==> config.mk <==
export PLATFORM = sky130hd
export DESIGN_NAME = eqc_device_flat
export DESIGN_NICKNAME = d
export VERILOG_FILES = /design/src/common/eqc_pkg.sv /design/src/common/eqc_link_if.sv /design/src/logic/eqc_device.sv /design/src/logic/eqc_coef_ram.sv /design/src/flat_wrapper.sv
export VERILOG_INCLUDE_DIRS = /design/src /design/src/common
export SDC_FILE = /design/constraint.sdc
export NUM_CORES = 2
export LEC_CHECK = 0
export ABC_AREA = 0
export ABC_CLOCK_PERIOD_IN_PS = 3100
export BUFFER_PORTS_ARGS = -buffer_cell sky130_fd_sc_hd__buf_2
export CORE_MARGIN = 4
export CORE_UTILIZATION = 31
export CTS_BUF_LIST = sky130_fd_sc_hd__clkbuf_4 sky130_fd_sc_hd__clkbuf_8 sky130_fd_sc_hd__clkbuf_16
export DETAILED_ROUTE_END_ITERATION = 10
export PLACE_DENSITY_LB_ADDON = 0.1
export SLEW_MARGIN = 10
export SYNTH_ARGS = -nofsm -noshare
export SYNTH_HDL_FRONTEND = slang
export SYNTH_HIERARCHICAL = 1
export SYNTH_SLANG_ARGS = --single-unit
==> constraint.sdc <==
create_clock -name clk -period 3.1 [get_ports clk]
set_clock_uncertainty 0.05 [all_clocks]
set_input_delay 0.155 -clock clk [delete_from_list [all_inputs] [get_ports clk]]
set_output_delay 0.155 -clock clk [all_outputs]
set_load 0.01 [all_outputs]
==> src/common/eqc_consts.svh <==
// constants of the coefficient access port: offsets, fields, defaults
`ifndef EQC_CONSTS_SVH
`define EQC_CONSTS_SVH

`define EQC_REG_EQSF      8'h70
`define EQC_REG_BASS      8'h72
`define EQC_REG_DATA      8'h78
`define EQC_REG_DATA_LO   8'h79
`define EQC_REG_ACTL      8'h7A
`define EQC_REG_ACTL_LO   8'h7B

`define EQC_LOC_BASE      8'h40
`define EQC_DEPTH         69
`define EQC_WIDTH         20
`define EQC_IDX_W         7

`define EQC_RW_BIT        4
`define EQC_EQ_EN_BIT     0
`define EQC_SF_EN_BIT     1
`define EQC_BR_EN_BIT     0

`define EQC_GROUP_SIZE    7'h14
`define EQC_STAGE_TERMS   7'h05

`define EQC_IDX_SBW0      7'h28
`define EQC_IDX_SCALE     7'h3C
`define EQC_IDX_REDIR     7'h3F
`define EQC_IDX_LFE       7'h44

`define EQC_DEF_ZERO      20'h00000
`define EQC_DEF_SBW00     20'h00032
`define EQC_DEF_SBW01     20'h80032
`define EQC_DEF_SBW02     20'h7C7EA
`define EQC_DEF_SBW03     20'h81C6F
`define EQC_DEF_SBW04     20'h00032
`define EQC_DEF_FULL      20'h80000
`define EQC_DEF_HALF      20'hC0000

`endif

==> src/common/eqc_pkg.sv <==
// types shared by both ends of the coefficient access port
`default_nettype none
package eqc_pkg;
    typedef enum logic [1:0] {
        EQC_G_FRONT = 2'b00,
        EQC_G_SURR  = 2'b01,
        EQC_G_SUB   = 2'b10
    } eqc_group_t;

    typedef enum logic [1:0] {
        EQC_OP_WRCOEF = 2'b00,
        EQC_OP_RDCOEF = 2'b01,
        EQC_OP_WRREG  = 2'b10
    } eqc_op_t;

    typedef enum logic [1:0] {
        EQC_H_IDLE = 2'b00,
        EQC_H_REQ  = 2'b01,
        EQC_H_GAP  = 2'b10
    } eqc_hstate_t;

    typedef struct packed {
        logic [7:0] addr;
        logic       wide;
        logic       we;
        logic       last;
    } eqc_step_t;
endpackage
`default_nettype wire

==> src/common/eqc_link_if.sv <==
// register link between host controller and the coefficient access port
`timescale 1ns/1ns
`default_nettype none
interface eqc_link_if (
    input wire logic clk,
    input wire logic rstn
);
    logic        req;
    logic        wide;
    logic        we;
    logic [7:0]  addr;
    logic [15:0] wdata;
    logic [15:0] rdata;
    logic        ack;

    modport device (input clk, rstn, req, wide, we, addr, wdata, output rdata, ack);
    modport host   (input clk, rstn, rdata, ack, output req, wide, we, addr, wdata);
endinterface // eqc_link_if
`default_nettype wire

==> src/logic/eqc_device.sv <==
// device end: control registers and indirect coefficient access port
`timescale 1ns/1ns
`default_nettype none
`include "eqc_consts.svh"
module eqc_device #(
    parameter int DEPTH = `EQC_DEPTH,
    parameter int WIDTH = `EQC_WIDTH
) (
    // register link
    eqc_link_if.device                link,
    // input configuration
    input  wire logic                 sixChannel,
    // processing side
    input  wire logic [2:0]           dspChan,
    input  wire logic [1:0]           dspStage,
    input  wire logic [2:0]           dspTerm,
    output logic      [WIDTH-1:0]     dspCoef,
    output eqc_pkg::eqc_group_t       dspGroup,
    output logic                      staticEqOn,
    output logic                      sideFireOn,
    output logic      [5:0]           redirChanEn,
    output logic                      accessBusy
);
    import eqc_pkg::*;

    logic [15:0]           eqsf_q;
    logic [15:0]           bass_q;
    logic [15:0]           data_q;
    logic [7:0]            loc_q;
    logic                  rdSel_q;
    logic [3:0]            nib_q;
    logic                  go_q;
    logic                  ack_q;
    logic [15:0]           rdata_q;
    logic                  take;
    logic                  wrWord;
    logic                  wrByte;
    logic [7:0]            idxRaw;
    logic                  idxOk;
    logic [WIDTH-1:0]      ramRd;
    logic [`EQC_IDX_W-1:0] dspIdx;

    // one request per ack cycle; host still holds req while ack is up, so that cycle is ignored
    assign take   = link.req && !ack_q;
    assign wrWord = take && link.we && link.wide;
    assign wrByte = take && link.we && !link.wide;

    assign link.ack   = ack_q;
    assign link.rdata = rdata_q;

    always_ff @(posedge link.clk or negedge link.rstn) begin
        if (!link.rstn) begin
            ack_q <= 1'b0;
        end else begin
            ack_q <= take;
        end
    end

    // control registers, whole word or one byte of it
    always_ff @(posedge link.clk or negedge link.rstn) begin
        if (!link.rstn) begin
            eqsf_q <= 16'h0000;
            bass_q <= 16'h0000;
        end else if (wrWord) begin
            if (link.addr == `EQC_REG_EQSF) eqsf_q <= link.wdata;
            if (link.addr == `EQC_REG_BASS) bass_q <= link.wdata;
        end else if (wrByte) begin
            if (link.addr == `EQC_REG_EQSF) eqsf_q[15:8] <= link.wdata[7:0];
            if (link.addr == `EQC_REG_EQSF + 8'h01) eqsf_q[7:0] <= link.wdata[7:0];
            if (link.addr == `EQC_REG_BASS) bass_q[15:8] <= link.wdata[7:0];
            if (link.addr == `EQC_REG_BASS + 8'h01) bass_q[7:0] <= link.wdata[7:0];
        end
    end

    // data register: host writes it, a finished read overwrites it
    always_ff @(posedge link.clk or negedge link.rstn) begin
        if (!link.rstn) begin
            data_q <= 16'h0000;
        end else if (go_q && rdSel_q && idxOk) begin
            data_q <= ramRd[15:0];
        end else if (wrWord && link.addr == `EQC_REG_DATA) begin
            data_q <= link.wdata;
        end else if (wrByte && link.addr == `EQC_REG_DATA) begin
            data_q[15:8] <= link.wdata[7:0];
        end else if (wrByte && link.addr == `EQC_REG_DATA_LO) begin
            data_q[7:0] <= link.wdata[7:0];
        end
    end

    // address/control register
    always_ff @(posedge link.clk or negedge link.rstn) begin
        if (!link.rstn) begin
            loc_q   <= 8'h00;
            rdSel_q <= 1'b0;
            nib_q   <= 4'h0;
        end else if (go_q && rdSel_q && idxOk) begin
            nib_q <= ramRd[WIDTH-1:16];
        end else if (wrWord && link.addr == `EQC_REG_ACTL) begin
            loc_q   <= link.wdata[15:8];
            rdSel_q <= link.wdata[`EQC_RW_BIT];
            nib_q   <= link.wdata[3:0];
        end else if (wrByte && link.addr == `EQC_REG_ACTL) begin
            loc_q <= link.wdata[7:0];
        end else if (wrByte && link.addr == `EQC_REG_ACTL_LO) begin
            rdSel_q <= link.wdata[`EQC_RW_BIT];
            nib_q   <= link.wdata[3:0];
        end
    end

    // the access fires only on the word at 7Ah or the byte at 7Bh;
    // the byte at 7Ah only stages the location
    always_ff @(posedge link.clk or negedge link.rstn) begin
        if (!link.rstn) begin
            go_q <= 1'b0;
        end else begin
            go_q <= (wrWord && link.addr == `EQC_REG_ACTL) ||
                    (wrByte && link.addr == `EQC_REG_ACTL_LO);
        end
    end

    assign accessBusy = go_q;

    // locations outside the table are dropped silently
    assign idxRaw = loc_q - `EQC_LOC_BASE;
    assign idxOk  = (loc_q >= `EQC_LOC_BASE) && (idxRaw < 8'(DEPTH));

    eqc_coef_ram #(
        .DEPTH (DEPTH),
        .WIDTH (WIDTH)
    ) uRam (
        .clk     (link.clk),
        .rstn    (link.rstn),
        .wrEn    (go_q && !rdSel_q && idxOk),
        .wrIdx   (idxRaw[`EQC_IDX_W-1:0]),
        .wrData  ({nib_q, data_q}),
        .rdIdx   (idxRaw[`EQC_IDX_W-1:0]),
        .rdData  (ramRd),
        .dspIdx  (dspIdx),
        .dspData (dspCoef)
    );

    // register read mux; a read in progress shows the held values
    always_ff @(posedge link.clk or negedge link.rstn) begin
        if (!link.rstn) begin
            rdata_q <= 16'h0000;
        end else if (take && !link.we) begin
            rdata_q <= 16'h0000;
            if (link.wide) begin
                unique case (link.addr)
                    `EQC_REG_EQSF: rdata_q <= eqsf_q;
                    `EQC_REG_BASS: rdata_q <= bass_q;
                    `EQC_REG_DATA: rdata_q <= data_q;
                    `EQC_REG_ACTL: rdata_q <= {loc_q, 3'b000, rdSel_q, nib_q};
                    default:       rdata_q <= 16'h0000;
                endcase
            end else begin
                unique case (link.addr)
                    `EQC_REG_EQSF:          rdata_q <= {8'h00, eqsf_q[15:8]};
                    `EQC_REG_EQSF + 8'h01:  rdata_q <= {8'h00, eqsf_q[7:0]};
                    `EQC_REG_BASS:          rdata_q <= {8'h00, bass_q[15:8]};
                    `EQC_REG_BASS + 8'h01:  rdata_q <= {8'h00, bass_q[7:0]};
                    `EQC_REG_DATA:          rdata_q <= {8'h00, data_q[15:8]};
                    `EQC_REG_DATA_LO:       rdata_q <= {8'h00, data_q[7:0]};
                    `EQC_REG_ACTL:          rdata_q <= {8'h00, loc_q};
                    `EQC_REG_ACTL_LO:       rdata_q <= {8'h00, 3'b000, rdSel_q, nib_q};
                    default:                rdata_q <= 16'h0000;
                endcase
            end
        end
    end

    // processing side view of the enables
    assign staticEqOn = eqsf_q[`EQC_EQ_EN_BIT];
    assign sideFireOn = eqsf_q[`EQC_SF_EN_BIT];

    // channels: 0 L, 1 R, 2 LS, 3 RS, 4 C, 5 LFE
    assign redirChanEn = bass_q[`EQC_BR_EN_BIT] ?
                         {sixChannel, sixChannel, 4'hF} : 6'h00;

    // left/right share one set, the surrounds another, C and LFE the sub set
    always_comb begin
        unique case (dspChan)
            3'h0, 3'h1: dspGroup = EQC_G_FRONT;
            3'h2, 3'h3: dspGroup = EQC_G_SURR;
            default:    dspGroup = EQC_G_SUB;
        endcase
    end

    // index = group*20 + stage*5 + term; term order b2, b0-1, a2, a1/2, b1/2
    assign dspIdx = 7'(dspGroup) * `EQC_GROUP_SIZE
                  + 7'(dspStage) * `EQC_STAGE_TERMS
                  + 7'(dspTerm);
endmodule // eqc_device
`default_nettype wire

==> src/logic/eqc_coef_ram.sv <==
// coefficient memory: one flop word per entry, reset to its default
`timescale 1ns/1ns
`default_nettype none
`include "eqc_consts.svh"
module eqc_coef_ram #(
    parameter int DEPTH = `EQC_DEPTH,
    parameter int WIDTH = `EQC_WIDTH
) (
    // clock and reset
    input  wire logic                  clk,
    input  wire logic                  rstn,
    // host side port
    input  wire logic                  wrEn,
    input  wire logic [`EQC_IDX_W-1:0] wrIdx,
    input  wire logic [WIDTH-1:0]      wrData,
    input  wire logic [`EQC_IDX_W-1:0] rdIdx,
    output logic      [WIDTH-1:0]      rdData,
    // processing side read port
    input  wire logic [`EQC_IDX_W-1:0] dspIdx,
    output logic      [WIDTH-1:0]      dspData
);
    import eqc_pkg::*;

    logic [WIDTH-1:0] mem [DEPTH];

    function automatic logic [WIDTH-1:0] defVal(input logic [`EQC_IDX_W-1:0] i);
        logic [WIDTH-1:0] v;
        v = WIDTH'(`EQC_DEF_ZERO);
        if (i == `EQC_IDX_SBW0) v = WIDTH'(`EQC_DEF_SBW00);
        else if (i == `EQC_IDX_SBW0 + 7'h01) v = WIDTH'(`EQC_DEF_SBW01);
        else if (i == `EQC_IDX_SBW0 + 7'h02) v = WIDTH'(`EQC_DEF_SBW02);
        else if (i == `EQC_IDX_SBW0 + 7'h03) v = WIDTH'(`EQC_DEF_SBW03);
        else if (i == `EQC_IDX_SBW0 + 7'h04) v = WIDTH'(`EQC_DEF_SBW04);
        else if (i >= `EQC_IDX_SCALE && i < `EQC_IDX_REDIR) v = WIDTH'(`EQC_DEF_FULL);
        else if (i >= `EQC_IDX_REDIR && i < `EQC_IDX_LFE) v = WIDTH'(`EQC_DEF_HALF);
        else if (i == `EQC_IDX_LFE) v = WIDTH'(`EQC_DEF_FULL);
        return v;
    endfunction

    // flops rather than a macro so every entry powers up at its default
    for (genvar g = 0; g < DEPTH; g++) begin : gEntry
        localparam logic [`EQC_IDX_W-1:0] IDX = `EQC_IDX_W'(g);
        localparam logic [WIDTH-1:0] DEF = defVal(IDX);
        always_ff @(posedge clk or negedge rstn) begin
            if (!rstn) begin
                mem[g] <= DEF;
            end else if (wrEn && wrIdx == IDX) begin
                mem[g] <= wrData;
            end
        end
    end

    assign rdData  = (rdIdx  < `EQC_IDX_W'(DEPTH)) ? mem[rdIdx]  : '0;
    assign dspData = (dspIdx < `EQC_IDX_W'(DEPTH)) ? mem[dspIdx] : '0;
endmodule // eqc_coef_ram
`default_nettype wire

==> src/flat_wrapper.sv <==
// flat-port wrapper written by rule: the top's interface ports become plain ports
module eqc_device_flat import eqc_pkg::*;
#(
    parameter int DEPTH = `EQC_DEPTH,
    parameter int WIDTH = `EQC_WIDTH
)
  (sixChannel, dspChan, dspStage, dspTerm, dspCoef, dspGroup, staticEqOn, sideFireOn, redirChanEn, accessBusy, clk, rstn, link_req, link_wide, link_we, link_addr, link_wdata, link_rdata, link_ack);
  eqc_link_if link_i (.clk(clk), .rstn(rstn));
  input  wire logic sixChannel;
  input  wire logic [2:0] dspChan;
  input  wire logic [1:0] dspStage;
  input  wire logic [2:0] dspTerm;
  output logic      [WIDTH-1:0] dspCoef;
  output eqc_pkg::eqc_group_t dspGroup;
  output logic staticEqOn;
  output logic sideFireOn;
  output logic      [5:0] redirChanEn;
  output logic accessBusy;
  input wire logic clk;
  input wire logic rstn;
  input wire logic [$bits(link_i.req)-1:0] link_req;
  input wire logic [$bits(link_i.wide)-1:0] link_wide;
  input wire logic [$bits(link_i.we)-1:0] link_we;
  input wire logic [$bits(link_i.addr)-1:0] link_addr;
  input wire logic [$bits(link_i.wdata)-1:0] link_wdata;
  output wire logic [$bits(link_i.rdata)-1:0] link_rdata;
  output wire logic [$bits(link_i.ack)-1:0] link_ack;
  assign link_i.req = link_req;
  assign link_i.wide = link_wide;
  assign link_i.we = link_we;
  assign link_i.addr = link_addr;
  assign link_i.wdata = link_wdata;
  assign link_rdata = link_i.rdata;
  assign link_ack = link_i.ack;
  eqc_device #(.DEPTH(DEPTH), .WIDTH(WIDTH)) u_core (.link(link_i), .sixChannel(sixChannel), .dspChan(dspChan), .dspStage(dspStage), .dspTerm(dspTerm), .dspCoef(dspCoef), .dspGroup(dspGroup), .staticEqOn(staticEqOn), .sideFireOn(sideFireOn), .redirChanEn(redirChanEn), .accessBusy(accessBusy));
endmodule
# == Word-level counts from Yosys, hierarchy flattened ==
# Index checks and enable logic that the tools add are counted.
# totals
ff_bits,1459
out_inout_bits,48
# op_classes
addsub,3
mul,2
magnitude_cmp,6
n_eq_ne,86
n_mux,37
bitwise,3
n_reduce_logical,110
# op_table
op,n
20-bit binary-select mux with 7-bit select,2
"7-bit by 6-bit equality test with 1-bit output, second input constant",32
16-bit two-way mux,9
20-bit two-way mux,6
"7-bit by 5-bit equality test with 1-bit output, second input constant",16
1-bit logical AND,85
8-bit two-way mux,9
"8-bit by 7-bit equality test with 1-bit output, second input constant",8
16-bit one-hot mux with 4 select lines,1
8-bit one-hot mux with 8 select lines,1
"7-bit by 4-bit equality test with 1-bit output, second input constant",8
"7-bit equality test, second input constant",5
"7-bit by 3-bit equality test with 1-bit output, second input constant",4
"8-bit greater-or-equal comparator, second input constant",2
4-bit two-way mux,4
7-bit NOT with 8-bit output,2
3-bit AND reduction,5
"7-bit by 2-bit equality test with 1-bit output, second input constant",2
"7-bit < comparator, second input constant",2
"2-bit by 3-bit multiplier with 5-bit output, second input constant",2
2-bit nonzero test,5
3-bit nonzero test,3
"8-bit by 7-bit greater-or-equal comparator with 1-bit output, second input constant",1
"8-bit by 7-bit < comparator with 1-bit output, second input constant",1
19 further kinds,32

# == Logic depth before layout (Yosys ltp) ==
# logic_depth
word_depth,11
depth_mapped,15
ltp_nobuf,13

# == Hierarchy ==
# The synthesis kept the hierarchy.
# modules_own_cells
mod,n_inst,cells_each,area_each_um2,seq_area_each_um2
eqc_coef_ram,1,5596,75899.0,34591.9
eqc_device,1,395,4429.2,1976.9

# == Least setup slack after synthesis ==
# Ideal clock, no wire load.
# synth_timing
path_kind,input -> output
from,input port dspStage[0]
to,output port dspCoef[18]
arrival_ps,3220
path_slack_ps,-325
path_stages,13
n_path_buf,3
path_cell_list,ha_1 > fa_1 > ha_1 > inv_1 > fa_1 > xnor2_1 > clkbuf_1 > clkbuf_1 > clkbuf_1 > o221ai_1 > a21oi_1 > a31oi_1 > o32ai_1
# synth_between
elab_chain_len,8
word_cells_on_any_way,9
classes_between,add/sub (2); mul (1); order compare (1); mux (4); bitwise (1)
# synth_lines
element,line_no,rtl
start: declaration,flat_wrapper.sv:11,input wire logic [1:0] dspStage;
2-bit by 3-bit multiplier with 5-bit output (no line) *,--,
7-bit by 5-bit adder with 7-bit output (no line) *,--,
7-bit by 3-bit adder with 7-bit output *,eqc_device.sv:190,assign dspIdx = 7'(dspGroup) * `EQC_GROUP_SIZE
net u_core.dspIdx[4],eqc_device.sv:41,logic [`EQC_IDX_W-1:0] dspIdx;
7-bit NOT with 8-bit output (not written as such),eqc_coef_ram.sv:54,assign dspData = (dspIdx < `EQC_IDX_W'(DEPTH)) ? mem[dspIdx] : '0;
20-bit binary-select mux with 7-bit select,eqc_coef_ram.sv:54,
20-bit two-way mux (not written as such) (2 in series),eqc_coef_ram.sv:54,
20-bit two-way mux *,eqc_coef_ram.sv:54,
end: declaration,flat_wrapper.sv:13,output logic [WIDTH-1:0] dspCoef;
# The timed path passes the listed nets; every way through them passes the cells marked *. The select of a mux whose other input is x is not followed.

# == Worst setup path in the final report ==
# layout_timing
from,input port dspStage[0]
to,output port dspCoef[19]
# Same word-level chain as after synthesis.

==> metrics <==
Synth Warn # 6; Detailed Routing Iterations Pass 1 5; dominant synthesized flop cell dfrtp_1; routed wire length 400000 um; Cell variety after synth 103; Tot Pwr 51100 uW; first-pass GRT wire length 537000 um; number of remaining DRC errors 0; Core Footprint 0.257 mm^2; Achievable Freq 0.257 GHz; ys async rst share 100%; DIE HEIGHT 517 um; RSZ-0062 raised after global routing true; failing checks negative setup slack; final hold vios 0; launch point of the worst path dspStage[0]; final hold slack 0.107 ns; Post-synth EDFFs 0; Clock Latency Late Sink 0.88 ns; min cycle time layout 3.89 ns; Max-slew headroom 6.98%; Slew @ Worst Pin 1.39 ns; Post-Syn Area per Cell 13.4 um^2; Final HPWL DP 266000 um; # port buffers 84; CTS tree done; I/O Pins 86; top-count cell post-synth mux2_2; PwrDens 472 mW/mm^2; RePlAce Congestion 0.982; synth top area cells dfrtp_1, mux2_2, mux4_2; Post-Synthesis Cells 5991; Initial Utilization 31.2%; vias per cell 5.91; Tot GR Track Use 28.8%; Iter 0 DRT Violations 6141; pins over their slew limit 0; Final setup viols 969; critical path launch point type primary input; vias in the first global route 61289; setup TNS -72.56 ns; FF-to-FF setup slack -0.23 ns; CP required 2.89 ns; Seq/Total Area, Yosys 45.5%; area share of the largest cell type after synthesis 44.0%; worst reg-to-reg path cell count 10; status finished with violations; Critical Path Sink dspCoef[19]; Syn Std Cell Area 0.0803 mm^2; NumNets Final 7006; routed via count 62066; layout cells sized above 1 59.3%; ANT nets after route 0; H-tree lvl count 4; VDD IR max 506 uV; die footprint 0.267 mm^2; floorplan row count 186; deepest clock path buffer count 3; clock-pin slew on the worst setup and hold paths 0.06 ns; Crit Path Class in -> out; Worst Path Max Fanout 7; Worst Setup Slack, final -0.786 ns; total gr overflow 0; Yosys reg bits 1459; CP arrival 3.68 ns; Mapped Nets 6043; Root Buffer Master clkbuf_16; clk sink count 1459; largest net degree at the start of global routing 119; Worst setup EP type output pin; hold crit path type in -> async; top cells by count, synth mux2_2, dfrtp_1, mux4_2, mux2i_1, nand2_1; average wire per standard cell 38.1 um; Area Overhead vs Synth 34.7%; Crit Reg-Reg Endpoint u_core/data_q[12]; max-cap viol count 0; period utilization 125%; Leakage Power 0.0480 uW; initial antenna violation count 23; R2R Path Start u_core/loc_q[0]; TritonCTS buffer count 181; post-synth top area cell dfrtp_1; Place WS -1.91 ns; Die W 517 um
==> cells in the final DEF (no fill, tap or decap), drive strengths merged, types with 12 or more instances in the layout <==
cell,instances
dfrtp,1412
nor3,23
nor2,171
o22ai,30
nand2,301
o2bb2ai,58
clkinv,45
o21ai,156
dfstp,47
a211oi,57
clkbuf,300
and2,13
a221oi,68
mux2i,341
o32ai,15
o221ai,51
nor2b,16
a31oi,46
buf,1343
bufinv,13
a21oi,161
a221o,24
nand3,56
a2111oi,15
mux2,1514
inv,16
a22oi,99
dlygate4sd3,42
ha,12
mux4,458
o211ai,13
a311oi,15
==> area by class of cell <==
class                   count  area (um^2)
diodes                     10         25.0
well taps                3384         4230
inverters                  18          150
clock buffers             272         5540
flip-flops and latches   1459        36600
clock inverters            61          822
multi-input cells        3872        44400
fillers                 23771       149000
repair buffers           1422        16500
==> how the worst min path moves through the flow <==
stage / startpoint / end / slack [ns] / depth (start not counted)
floorplan: rstn / u_core/accessBusy / -0.19 / 0
global placement: rstn / u_core/uRam/mem[562] / 0.09 / 1
detailed placement: rstn / u_core/uRam/mem[562] / 0.09 / 1
CTS: link_addr[2] / u_core/accessBusy / 0.05 / 4
global route: rstn / u_core/uRam/mem[723] / 0.09 / 3
finish: rstn / u_core/uRam/mem[723] / 0.11 / 3
==> per-stage QoR <==
step	utilization (%)	instance area (um^2)	instances
after global routing	42.0	108000	10489
after floorplan	-	80400	5991
after global placement	35.9	92300	9837
after detailed placement	35.9	92300	9837
after CTS	40.9	105000	10398
final	42.0	108000	10498
==> flip-flops by register name (all words and copies together), names as in the netlist <==
signal	flops
u_core/data_q	16
u_core/bass_q	16
u_core/rdSel_q	1
u_core/link.ack	1
u_core/eqsf_q	16
u_core/loc_q	8
u_core/accessBusy	1
u_core/uRam/mem	1380
u_core/nib_q	4
u_core/link.rdata	16
==> what timing repair did <==
action,4_1_cts,5_1_grt
endpoints found under the setup margin,1091,1333
gates cloned,52,33
pin swaps,172,150
gates resized for setup,772,409
hold endpoints to repair,1345,0
hold buffers,43,0
buffers inserted,159,96
==> report_power, final <==
part,internal (uW),total (uW),switching [uW]
logic,3750,9330,5580
clock network,13500,22700,9220
registers,19100,19100,36.2
==> critical path: stages <==
cell and delay, ns:
buf_6 0.11, ha_4 0.26, fa_2 0.45, ha_4 0.34, buf_12 0.19, buf_4 0.15, nor2b_1 0.19, buf_4 0.21
a21oi_1 0.08, o211ai_1 0.56, a311oi_2 0.25, o31ai_4 0.43, buf_4 0.18, buf_6 0.09
==> logic make-up after synthesis <==
logic type               count (synthesis)  share of synthesized area [%]
buffers and inverters                  660                           4.35
AO/OA/AOI/OAI                          889                           7.82
AND/OR/NAND/NOR                        653                           3.69
multiplexers                          2313                           38.4
XOR/XNOR                                 3                         0.0327
adder cells (fa/ha/maj)                 14                          0.237
flip-flops                            1459                           45.5
==> layer usage <==
layer / global-route usage (%) / share of wire (%) / vias up
li1: - / - / 24891
met4: 10.5 / 4.5 / 2
met1: 41.5 / 45 / 33963
met2: 43.0 / 43 / 2615
met3: 5.60 / 7.6 / 595
met5: 0 / 0.0022 / -
Power figures use the tool's default switching activity.
